**config.mk**
```make
export PLATFORM = sky130hd
export DESIGN_NAME = slp_ctrl
export DESIGN_NICKNAME = d
export VERILOG_FILES = /design/src/verilog/slp_pkg.sv /design/src/verilog/slp_if.sv /design/src/verilog/slp_ctrl.sv /design/src/verilog/slp_wake.sv
export VERILOG_INCLUDE_DIRS = /design/src /design/src/verilog
export SDC_FILE = /design/constraint.sdc
export NUM_CORES = 1
export LEC_CHECK = 0
export BUFFER_PORTS_ARGS = -buffer_cell sky130_fd_sc_hd__buf_2
export CORE_MARGIN = 3
export CORE_UTILIZATION = 58
export DETAILED_ROUTE_END_ITERATION = 16
export PLACE_DENSITY = 0.8
export SYNTH_ARGS = -nofsm -noshare
export SYNTH_HDL_FRONTEND = slang
export SYNTH_SLANG_ARGS = --single-unit
```
**constraint.sdc**
```tcl
create_clock -name CLOCK -period 6.5 [get_ports CLOCK]
set_input_delay 0.975 -clock CLOCK [delete_from_list [all_inputs] [get_ports CLOCK]]
set_output_delay 0.975 -clock CLOCK [all_outputs]
set_load 0.02 [all_outputs]
```
**src/verilog/slp_params.svh**
```systemverilog
// Timing counts and reset values of the sleep controller
`ifndef SLP_PARAMS_SVH
`define SLP_PARAMS_SVH
`define SLP_CLK_PERIOD_NS 20
`define SLP_OSC_START_NS 1000
`define SLP_OSC_START_CYC ((`SLP_OSC_START_NS + `SLP_CLK_PERIOD_NS - 1) / `SLP_CLK_PERIOD_NS)
`define SLP_STBY_START_NS 20
`define SLP_STBY_START_CYC ((`SLP_STBY_START_NS + `SLP_CLK_PERIOD_NS - 1) / `SLP_CLK_PERIOD_NS)
`define SLP_RST_CLK_EN 1'b1
`define SLP_CNT_W 16
`endif

```
**src/verilog/slp_pkg.sv**
```systemverilog
// Types and mode decode helpers of the sleep controller
package slp_pkg;
	typedef enum logic [2:0] {
		SLP_IDLE = 3'h0,
		SLP_PDOWN = 3'h2,
		SLP_PSAVE = 3'h3,
		SLP_STDBY = 3'h6,
		SLP_ESTDBY = 3'h7
	} slp_mode_t;

	typedef enum logic [2:0] {
		ST_ACTIVE = 3'h1,
		ST_SLEEP = 3'h2,
		ST_WAKE = 3'h4
	} slp_state_t;

	function automatic logic mode_valid(input logic [2:0] m);
		mode_valid = (m == SLP_IDLE) || (m == SLP_PDOWN) || (m == SLP_PSAVE)
			|| (m == SLP_STDBY) || (m == SLP_ESTDBY);
	endfunction

	// Real-time counter keeps its clock in these modes
	function automatic logic rtc_kept(input slp_mode_t m);
		rtc_kept = (m == SLP_IDLE) || (m == SLP_PSAVE) || (m == SLP_ESTDBY);
	endfunction

	// Enabled clock sources keep running in these modes
	function automatic logic osc_kept(input slp_mode_t m);
		osc_kept = (m == SLP_IDLE) || (m == SLP_STDBY) || (m == SLP_ESTDBY);
	endfunction
endpackage

```
**src/verilog/slp_if.sv**
```systemverilog
// Link between the sleep sequencer and its wake qualifier
`timescale 1ns/1ps
interface slp_if;
	import slp_pkg::*;
	logic sleeping;
	slp_mode_t mode;
	logic rtc_en;
	logic wake;
	modport ctrl(output sleeping, output mode, output rtc_en, input wake);
	modport wk(input sleeping, input mode, input rtc_en, output wake);
endinterface

```
**src/verilog/slp_ctrl.sv**
```systemverilog
// Sleep mode sequencer and clock gate controller
//
// Operation
// - Five selectable sleep modes offered
// - Idle halts processor clock only
// - Power-down stops oscillators, keeps state
// - Power-down wakes: two-wire, USB, pin, reset
// - Power-save keeps enabled RTC running
// - Power-save also wakes on RTC interrupts
// - Standby keeps sources, stops CPU/peripheral/RTC
// - Extended standby keeps oscillator and RTC
// - Per-peripheral clock gate in active, idle
// - Extended standby is power-save plus sources
`timescale 1ns/1ps
`include "slp_params.svh"
module slp_ctrl
	import slp_pkg::*;
#(
	parameter int NPER = 8,
	parameter int NOSC = 4,
	parameter logic [`SLP_CNT_W-1:0] OSC_START = `SLP_CNT_W'(`SLP_OSC_START_CYC),
	parameter logic [`SLP_CNT_W-1:0] STBY_START = `SLP_CNT_W'(`SLP_STBY_START_CYC)
) (
	// Clock and reset
	input wire logic CLOCK,
	input wire logic RST,
	// Sleep control from the processor
	input wire logic SLEEP_EN,
	input wire logic [2:0] SLEEP_MODE,
	input wire logic SLEEP_REQ,
	input wire logic RTC_EN,
	input wire logic [NOSC-1:0] OSC_EN,
	input wire logic [NPER-1:0] PER_GATE,
	// Wake sources
	input wire logic TWO_WIRE_SERIAL_PORT_IRQ,
	input wire logic USB_RESUME,
	input wire logic PIN_CHANGE_IRQ,
	input wire logic RTC_OVF_IRQ,
	input wire logic RTC_CMP_IRQ,
	input wire logic IRQ_ANY,
	// Clock enables
	output logic CPU_CLK_EN,
	output logic [NPER-1:0] PER_CLK_EN,
	output logic RTC_CLK_EN,
	output logic [NOSC-1:0] OSC_RUN,
	output logic SLEEPING
);
	localparam int WAKE_MAX = int'(OSC_START) + 2;

	slp_state_t state;
	slp_state_t next_state;
	slp_mode_t mode;
	slp_mode_t next_mode;
	logic [`SLP_CNT_W-1:0] cnt;
	logic [`SLP_CNT_W-1:0] next_cnt;
	wire logic sleep_take;
	wire logic next_active;
	wire logic per_run;
	wire logic osc_run;
	wire logic rtc_run;
	wire logic [`SLP_CNT_W-1:0] start_cnt;

	slp_if link();

	slp_wake u_wake (
		.clk(CLOCK),
		.rst(RST),
		.src_raw({RTC_CMP_IRQ, RTC_OVF_IRQ, PIN_CHANGE_IRQ, USB_RESUME,
			TWO_WIRE_SERIAL_PORT_IRQ}),
		.irq_any(IRQ_ANY),
		.bus(link.wk)
	);

	assign link.sleeping = (state == ST_SLEEP);
	assign link.mode = mode;
	assign link.rtc_en = RTC_EN;

	// Undefined mode codes leave the request ignored
	assign sleep_take = (state == ST_ACTIVE) & SLEEP_REQ & SLEEP_EN
		& mode_valid(SLEEP_MODE);

	// Settling time depends on which sources were left running
	assign start_cnt = (mode == SLP_IDLE) ? `SLP_CNT_W'(0) :
		osc_kept(mode) ? STBY_START : OSC_START;

	always_comb begin
		next_state = state;
		next_mode = mode;
		next_cnt = cnt;
		case (state)
			ST_ACTIVE: begin
				if (sleep_take) begin
					next_state = ST_SLEEP;
					next_mode = slp_mode_t'(SLEEP_MODE);
				end
			end
			ST_SLEEP: begin
				if (link.wake) begin
					next_state = ST_WAKE;
					next_cnt = start_cnt;
				end
			end
			ST_WAKE: begin
				if (cnt == `SLP_CNT_W'(0)) begin
					next_state = ST_ACTIVE;
				end else begin
					next_cnt = cnt - `SLP_CNT_W'(1);
				end
			end
			default: begin
				next_state = ST_ACTIVE;
			end
		endcase
	end

	assign next_active = (next_state == ST_ACTIVE);
	// Idle keeps peripherals; every deeper mode stops them
	assign per_run = next_active | (next_mode == SLP_IDLE);
	// Sources restart as soon as a wake is seen
	assign osc_run = (next_state != ST_SLEEP) | osc_kept(next_mode);
	assign rtc_run = next_active | rtc_kept(next_mode);

	always_ff @(posedge CLOCK) begin
		if (RST) begin
			state <= ST_ACTIVE;
			mode <= SLP_IDLE;
			cnt <= `SLP_CNT_W'(0);
		end else begin
			state <= next_state;
			mode <= next_mode;
			cnt <= next_cnt;
		end
	end

	always_ff @(posedge CLOCK) begin
		if (RST) begin
			CPU_CLK_EN <= `SLP_RST_CLK_EN;
			PER_CLK_EN <= {NPER{`SLP_RST_CLK_EN}};
			RTC_CLK_EN <= 1'b0;
			OSC_RUN <= {NOSC{`SLP_RST_CLK_EN}};
			SLEEPING <= 1'b0;
		end else begin
			CPU_CLK_EN <= next_active;
			PER_CLK_EN <= {NPER{per_run}} & ~PER_GATE;
			RTC_CLK_EN <= RTC_EN & rtc_run;
			OSC_RUN <= OSC_EN & {NOSC{osc_run}};
			SLEEPING <= ~next_active;
		end
	end
endmodule

```
**src/verilog/slp_wake.sv**
```systemverilog
// Wake source synchroniser and per-mode qualifier
`timescale 1ns/1ps
module slp_wake
	import slp_pkg::*;
(
	input wire logic clk,
	input wire logic rst,
	input wire logic [4:0] src_raw,
	input wire logic irq_any,
	slp_if.wk bus
);
	logic [4:0] sync1;
	logic [4:0] sync2;
	wire logic pd_src;
	wire logic rtc_src;
	wire logic rtc_ok;

	always_ff @(posedge clk) begin
		if (rst) begin
			sync1 <= 5'h00;
			sync2 <= 5'h00;
		end else begin
			sync1 <= src_raw;
			sync2 <= sync1;
		end
	end

	// Bits: 0 two-wire port, 1 USB resume, 2 pin change, 3/4 RTC
	assign pd_src = sync2[0] | sync2[1] | sync2[2];
	assign rtc_src = sync2[3] | sync2[4];
	assign rtc_ok = rtc_src & bus.rtc_en & rtc_kept(bus.mode);
	assign bus.wake = bus.sleeping & (pd_src | rtc_ok
		| ((bus.mode == SLP_IDLE) & irq_any));
endmodule
```
# [Word level (Yosys, flattened, before mapping)]
# Index checks and enable logic that the tools add are counted.
[classes] n_addsub=1 eq_ne=17 muxes=11 n_bitwise=20 n_reduce_logical=18
[ops] operator="$mux 16" count=2
[ops] operator="$pmux 16 s2" count=1
[ops] operator="$eq 3x3->1 const B" count=7
[ops] operator="$logic_not 16->1" count=1
[ops] operator="$sub 16x1->16 const B" count=1
[ops] operator="$eq 3x2->1 const B" count=5
[ops] operator="$mux 3" count=5
[ops] operator="$logic_or 1x1->1" count=12
[ops] operator="$mux 6" count=2
[ops] operator="$logic_not 3->1" count=3
[ops] operator="$pmux 3 s3" count=1
[ops] operator="$and 1x1->1" count=8
[ops] operator="$and 8x8->8" count=1
[ops] operator="$not 8->8" count=1
[ops] operator="$or 1x1->1" count=8
[ops] operator="$eq 3x1->1 const B" count=2
[ops] operator="$and 4x4->4" count=1
[ops] operator="$ne 2x2->1 const B" count=2
[ops] operator="$ne 3x2->1 const B" count=1
[ops] operator="$reduce_and 3->1" count=1
[ops] operator="$reduce_bool 2->1" count=1
[ops] operator="$not 1->1" count=1
[word_totals] ff_bits=47 input_bits=26

# [Longest topological paths before layout]
[logic_depth] ltp_word=13 mapped_depth=8

# [By module]
# Synthesis repeated with hierarchy kept, for this count alone.
[hier_totals] cells_unflattened=222 area_unflattened_um2=2077.0
[by_module_without_submodules] mod="slp_ctrl" n_inst=1 cells_per_inst=196 area_per_inst_um2=1767.9 seq_area_each_um2=740.7
[by_module_without_submodules] mod="slp_wake" n_inst=1 cells_per_inst=26 area_per_inst_um2=309.0 seq_area_each_um2=200.2

# [Least setup slack after synthesis]
# OpenSTA, ideal clock, no wires.
[synth_timing] path_kind="input to register" from="input IRQ_ANY" to="register cnt[2]" setup_time_ns=0.060 arrival_ns=2.441 t_required_ns=6.440 path_slack_ns=3.999 cell_stages=4 path_buffers=0 cell_sequence="a2111oi_2 > a31oi_1 > or4_2 > nand2_1"
[synth_between] elab_chain_cells=5
[synth_lines] element="start: declaration" line_no="slp_ctrl.sv:40" text="input wire logic IRQ_ANY,"
[synth_lines] element="$and 1x1->1" line_no="slp_wake.sv:33" text="| ((bus.mode == SLP_IDLE) & irq_any));"
[synth_lines] element="$or 1x1->1" line_no="slp_wake.sv:33"
[synth_lines] element="$and 1x1->1" line_no="slp_wake.sv:32" text="assign bus.wake = bus.sleeping & (pd_src | rtc_ok"
[synth_lines] element="$ne 2x2->1 (no source line)"
[synth_lines] element="$reduce_and 3->1 (no source line)"
[synth_lines] element="end signal: assignment" line_no="slp_ctrl.sv:127" text="cnt <= `SLP_CNT_W'(0);"
[synth_lines] element="end signal: assignment" line_no="slp_ctrl.sv:131" text="cnt <= next_cnt;"
[synth_lines] element="end: declaration" line_no="slp_ctrl.sv:54" text="logic [`SLP_CNT_W-1:0] cnt;"
# Every way passes these cells.
# A chain may end at the register's enable or synchronous reset.

# [Final worst setup path]
[layout_timing] from="register state[0]" to="register PER_CLK_EN[4]"
[layout_between] elab_chain_cells=9 word_cells_on_any_way=17 classes_between="eq/ne: 4; mux: 6; bitwise: 6; reduce/logical: 1"
[layout_lines] element="start: declaration" line_no="slp_ctrl.sv:50" text="slp_state_t state;"
[layout_lines] element="start signal: assignment" line_no="slp_ctrl.sv:129" text="state <= next_state;"
[layout_lines] element="$eq 3x1->1" line_no="slp_ctrl.sv:79, slp_ctrl.sv:90"
[layout_lines] element="$and 1x1->1 (2 in a row)" line_no="slp_ctrl.sv:79" text="assign sleep_take = (state == ST_ACTIVE) & SLEEP_REQ & SLEEP_EN"
[layout_lines] element="$and 1x1->1" line_no="slp_ctrl.sv:80" text="& mode_valid(SLEEP_MODE);"
[layout_lines] element="$mux 3" line_no="slp_ctrl.sv:92" text="if (sleep_take) begin"
[layout_lines] element="$pmux 3 s3 / $mux 3 (equally long branches)" line_no="slp_ctrl.sv:90" text="case (state)"
[layout_lines] element="$eq 3x1->1 / $logic_not 3->1 (equally long branches)" line_no="slp_ctrl.sv:116, slp_ctrl.sv:118"
[layout_lines] element="$or 1x1->1 *" line_no="slp_ctrl.sv:118" text="assign per_run = next_active | (next_mode == SLP_IDLE);"
[layout_lines] element="$and 8x8->8 *" line_no="slp_ctrl.sv:144" text="PER_CLK_EN <= {NPER{per_run}} & ~PER_GATE;"
[layout_lines] element="end signal: assignment" line_no="slp_ctrl.sv:138" text="PER_CLK_EN <= {NPER{`SLP_RST_CLK_EN}};"
[layout_lines] element="end signal: assignment" line_no="slp_ctrl.sv:144"
[layout_lines] element="end: declaration" line_no="slp_ctrl.sv:43" text="output logic [NPER-1:0] PER_CLK_EN,"
# Every way passes the cells marked *; elsewhere a longest branch is shown, timed or not.

==> Flow_metrics.wiki <==
{| class="wikitable"
! Metric !! Value
|-
| Result of the run || complete, no violations
|-
| Average detailed-routed wire length per instance || 13.7 microns
|-
| Post-synthesis mux area share || 1.47%
|-
| Number of buffers created by CTS || 5
|-
| Clock skew after layout || 0.00595 ns
|-
| First-pass GRT wire length || 7150 microns
|-
| Total core area || 3200 sq um
|-
| Placement row count || 20
|-
| Share of synthesized cell area in full adder, half adder and majority cells || 1.23%
|-
| Period Utilization, post-route || 41.2%
|-
| Maximum number of pins on one net before global-route repair || 28
|-
| Area share of the largest cell type after synthesis || 46.1%
|-
| Total count of max-transition violations in the final report || 0
|-
| Kind of start point of the critical path || flip-flop
|-
| TritonCTS clock tree || yes
|-
| DRC marker count from the first detailed-route iteration || 87
|-
| Reported leakage power || 0.940 nW
|-
| Area of the die || 4270 sq um
|-
| R2r endpoint || PER_CLK_EN[4]
|-
| Final GP Congestion || 0.946
|-
| Clock Path Buffers || 2
|-
| Overall overflow remaining after global route || 0
|-
| Minimum setup slack after placement || 3.40 ns
|-
| Setup repair after global routing missed its margin || no
|-
| Most frequent standard cell in the layout excluding fill and tap cells || sky130_fd_sc_hd__dfxtp_1
|-
| Overall Power || 0.543 mW
|-
| Total number of vias || 1771
|-
| Count of endpoints failing hold in the final timing report || 0
|-
| Starting Density || 63.7%
|-
| Max-cap violations || 0
|-
| Data required time at the worst endpoint || 6.79 ns
|-
| Count of flip-flops with a built-in enable after synthesis || 0
|-
| Number of resized instances in the post-cts repair step || 0
|-
| Root buffer cell || sky130_fd_sc_hd__clkbuf_4
|-
| Clock period minus final worst setup slack || 2.68 ns
|-
| Post-route DRC || 0
|-
| Arrival time worst endpoint || 2.97 ns
|-
| Post-synth ARST share || 0%
|-
| Drt pass-1 iters || 4
|-
| R2R cell count || 5
|-
| Max VDD drop || 0.000160 V
|-
| Top cells by area in the synthesized netlist || sky130_fd_sc_hd__dfxtp_1 46%, sky130_fd_sc_hd__a21oi_1 4.2%, sky130_fd_sc_hd__nor2b_1 3.7%
|-
| Power Density || 232 nW/um^2
|-
| Cts hold-fix bufs || 0
|-
| Final wirelength || 4200 microns
|-
| Startpoint of the worst setup timing path || state[0]
|-
| Final worst slack || 3.82 ns
|-
| Sequential share of the synthesized area || 46.1%
|-
| Nets in the synthesized netlist || 254
|-
| Compound-Gate Fraction of Synth Area || 20.8%
|-
| Final Net Count || 290
|-
| Element type at the critical path end || flip-flop
|-
| Summed instance area of the synthesized netlist || 2040 sq um
|-
| Share of final-layout standard cells stronger than drive strength 1 || 21.7%
|-
| DP Wirelength || 3030 microns
|-
| Source-to-sink clock delay at the later pin of the worst-skew pair || 0.36 ns
|-
| Final instance area || 2340 sq um
|-
| Largest fanout of any net on the critical path || 20
|-
| Achievable clock frequency || 373 MHz
|-
| Global-route usage over all layers || 21.5%
|-
| Cell count after synthesis || 226
|-
| CTS H-tree depth || 2
|-
| Total Negative Setup Slacks || 0 ns
|-
| Post-DRT Antenna Nets || 0
|-
| Area fraction in and, or, nand and nor cells after synthesis || 27.1%
|-
| Clk pin slew, worst setup/hold paths || 0.13 ns
|-
| Placed standard-cell area || 2250 sq um
|-
| Number of clock sinks seen by CTS || 47
|-
| Number of antenna repair diodes || 0
|-
| Area growth from synthesis to final layout || 14.8%
|-
| Worst min path class || reg -> reg
|-
| Vias/cell || 5.77
|-
| Origin of the critical flop-to-flop path || state[0]
|-
| Die width || 65.3 microns
|-
| Most frequent cells in the layout || 47 x sky130_fd_sc_hd__dfxtp_1, 40 x sky130_fd_sc_hd__buf_2, 19 x sky130_fd_sc_hd__nor2_1
|-
| End point of the critical path || PER_CLK_EN[4]
|-
| Relative slew margins || 18.9%
|-
| Pin slew with the least headroom to its limit || 1.22 ns
|-
| Top_reg_cell synth || sky130_fd_sc_hd__dfxtp_1
|-
| Post-CTS setup-driven buffer insertion count || 0
|-
| Critical Setup Path Class || reg -> reg
|-
| Antenna violations before repair || 0
|-
| Input/output buffers || 40
|-
| I/O pin count || 41
|-
| Reg-to-reg setup timing slack || 3.82 ns
|-
| Die height || 65.3 microns
|-
| Yosys warnings || 0
|-
| Number of distinct library cells after synthesis || 50
|-
| Avg Inst Size Synth || 9.04 sq um
|-
| Number of global-route vias before repair || 1580
|-
| Fraction of synthesized cell area in xor and xnor cells || 0.429%
|-
| Area leader, netlist || sky130_fd_sc_hd__dfxtp_1
|-
| Combinational family with the most area after synthesis || simple AND/OR/NAND/NOR gates
|-
| Flip-flop and latch count after synthesis || 47
|-
| Filler cell count in the final layout || 270
|-
| Setup-failing EPs final || 0
|}
==> synthesized netlist by cell type, types with 2 or more instances <==
cell,instances
sky130_fd_sc_hd__a21oi_1,17
sky130_fd_sc_hd__a31o_2,2
sky130_fd_sc_hd__nor3_1,3
sky130_fd_sc_hd__a31oi_1,4
sky130_fd_sc_hd__o41ai_1,2
sky130_fd_sc_hd__nor3b_1,4
sky130_fd_sc_hd__o31ai_1,4
sky130_fd_sc_hd__a211oi_1,3
sky130_fd_sc_hd__o21ai_1,2
sky130_fd_sc_hd__ha_1,2
sky130_fd_sc_hd__nand2b_1,6
sky130_fd_sc_hd__and3b_1,2
sky130_fd_sc_hd__or3_1,5
sky130_fd_sc_hd__buf_2,2
sky130_fd_sc_hd__a21boi_0,2
sky130_fd_sc_hd__nor2_1,19
sky130_fd_sc_hd__a21o_1,2
sky130_fd_sc_hd__o21a_1,2
sky130_fd_sc_hd__nor4_1,4
sky130_fd_sc_hd__nand3_1,3
sky130_fd_sc_hd__nor2b_1,12
sky130_fd_sc_hd__nand4b_1,2
sky130_fd_sc_hd__mux2i_1,3
sky130_fd_sc_hd__dfxtp_1,47
sky130_fd_sc_hd__inv_1,4
sky130_fd_sc_hd__o21ai_0,11
sky130_fd_sc_hd__nand2_1,13
sky130_fd_sc_hd__or4_2,2
sky130_fd_sc_hd__o32ai_1,2
sky130_fd_sc_hd__or4_1,8
sky130_fd_sc_hd__a2111o_1,2
sky130_fd_sc_hd__nand4_1,2
sky130_fd_sc_hd__clkbuf_1,9
sky130_fd_sc_hd__o211ai_1,3
==> metrics by stage <==
stage | hold slack, ns | util, % | cells
2_1_floorplan | 0.414 | - | 226
6_report | 0.454 | 73.2 | 307
3_3_place_gp | 0.416 | 70.4 | 299
5_1_grt | 0.469 | 73.2 | 307
4_1_cts | 0.457 | 73.2 | 307
3_5_place_dp | 0.426 | 70.4 | 299
==> cells by family (layout without fill, tap and decap cells) <==
logic type,count (synthesis),count (layout)
AO/OA/AOI/OAI,64,64
adder cells (fa/ha/maj),2,2
AND/OR/NAND/NOR,94,94
multiplexers,3,3
buffers and inverters,15,52
XOR/XNOR,1,1
flip-flops,47,47
==> critical path: stages (launching register included) <==
cell and delay (ns):
sky130_fd_sc_hd__dfxtp_1 0.54, sky130_fd_sc_hd__nor3b_1 0.63, sky130_fd_sc_hd__nand4_1 0.24, sky130_fd_sc_hd__nor2_1 0.61
sky130_fd_sc_hd__a221oi_1 0.35, sky130_fd_sc_hd__o21ai_0 0.24
==> worst min path at each step <==
| stage | start | endpoint | slack (ns) | cells after the start |
|---|---|---|---|---|
| final | u_wake.sync1[0] | u_wake.sync2[0] | 0.45 | 1 |
| after global routing | u_wake.sync1[4] | u_wake.sync2[4] | 0.47 | 1 |
| after CTS | u_wake.sync1[0] | u_wake.sync2[0] | 0.46 | 1 |
| after detailed placement | u_wake.sync1[0] | u_wake.sync2[0] | 0.43 | 1 |
| after global placement | u_wake.sync1[0] | u_wake.sync2[0] | 0.42 | 1 |
| after floorplan | u_wake.sync1[0] | u_wake.sync2[0] | 0.41 | 1 |
==> power breakdown <==
part	leakage, nW	total (mW)	switching [mW]	internal (mW)
combinational	0.505	0.0548	0.0328	0.0220
clock	0.0489	0.186	0.0929	0.0929
sequential	0.385	0.303	0.00467	0.298
==> area by class of cell <==
class,instances,area [sq um],share of cell area [%]
Multi-Input combinational cell,164,1040,44.5
Sequential cell,47,941,40.1
Timing Repair Buffer,40,200,8.54
Tap cell,44,55.1,2.35
Clock buffer,6,51.3,2.19
Clock inverter,2,38.8,1.66
Inverter,4,15.0,0.641
==> layer usage <==
metal	routed length [microns]	vias to the layer above	global-route usage (%)
li1	-	916	-
met1	1980	783	27.7
met2	1840	68	34.4
met3	323	4	4.10
met4	65	0	10.4
met5	0	-	0
==> state kept, by name (all words and copies together) (netlist names) <==
name and count:
PER_CLK_EN 8, CPU_CLK_EN 1, u_wake.sync2 5, state 3, link.mode 3, OSC_RUN 4, cnt 16, RTC_CLK_EN 1
SLEEPING 1, u_wake.sync1 5
No activity file was read; power rests on OpenSTA's default activity.
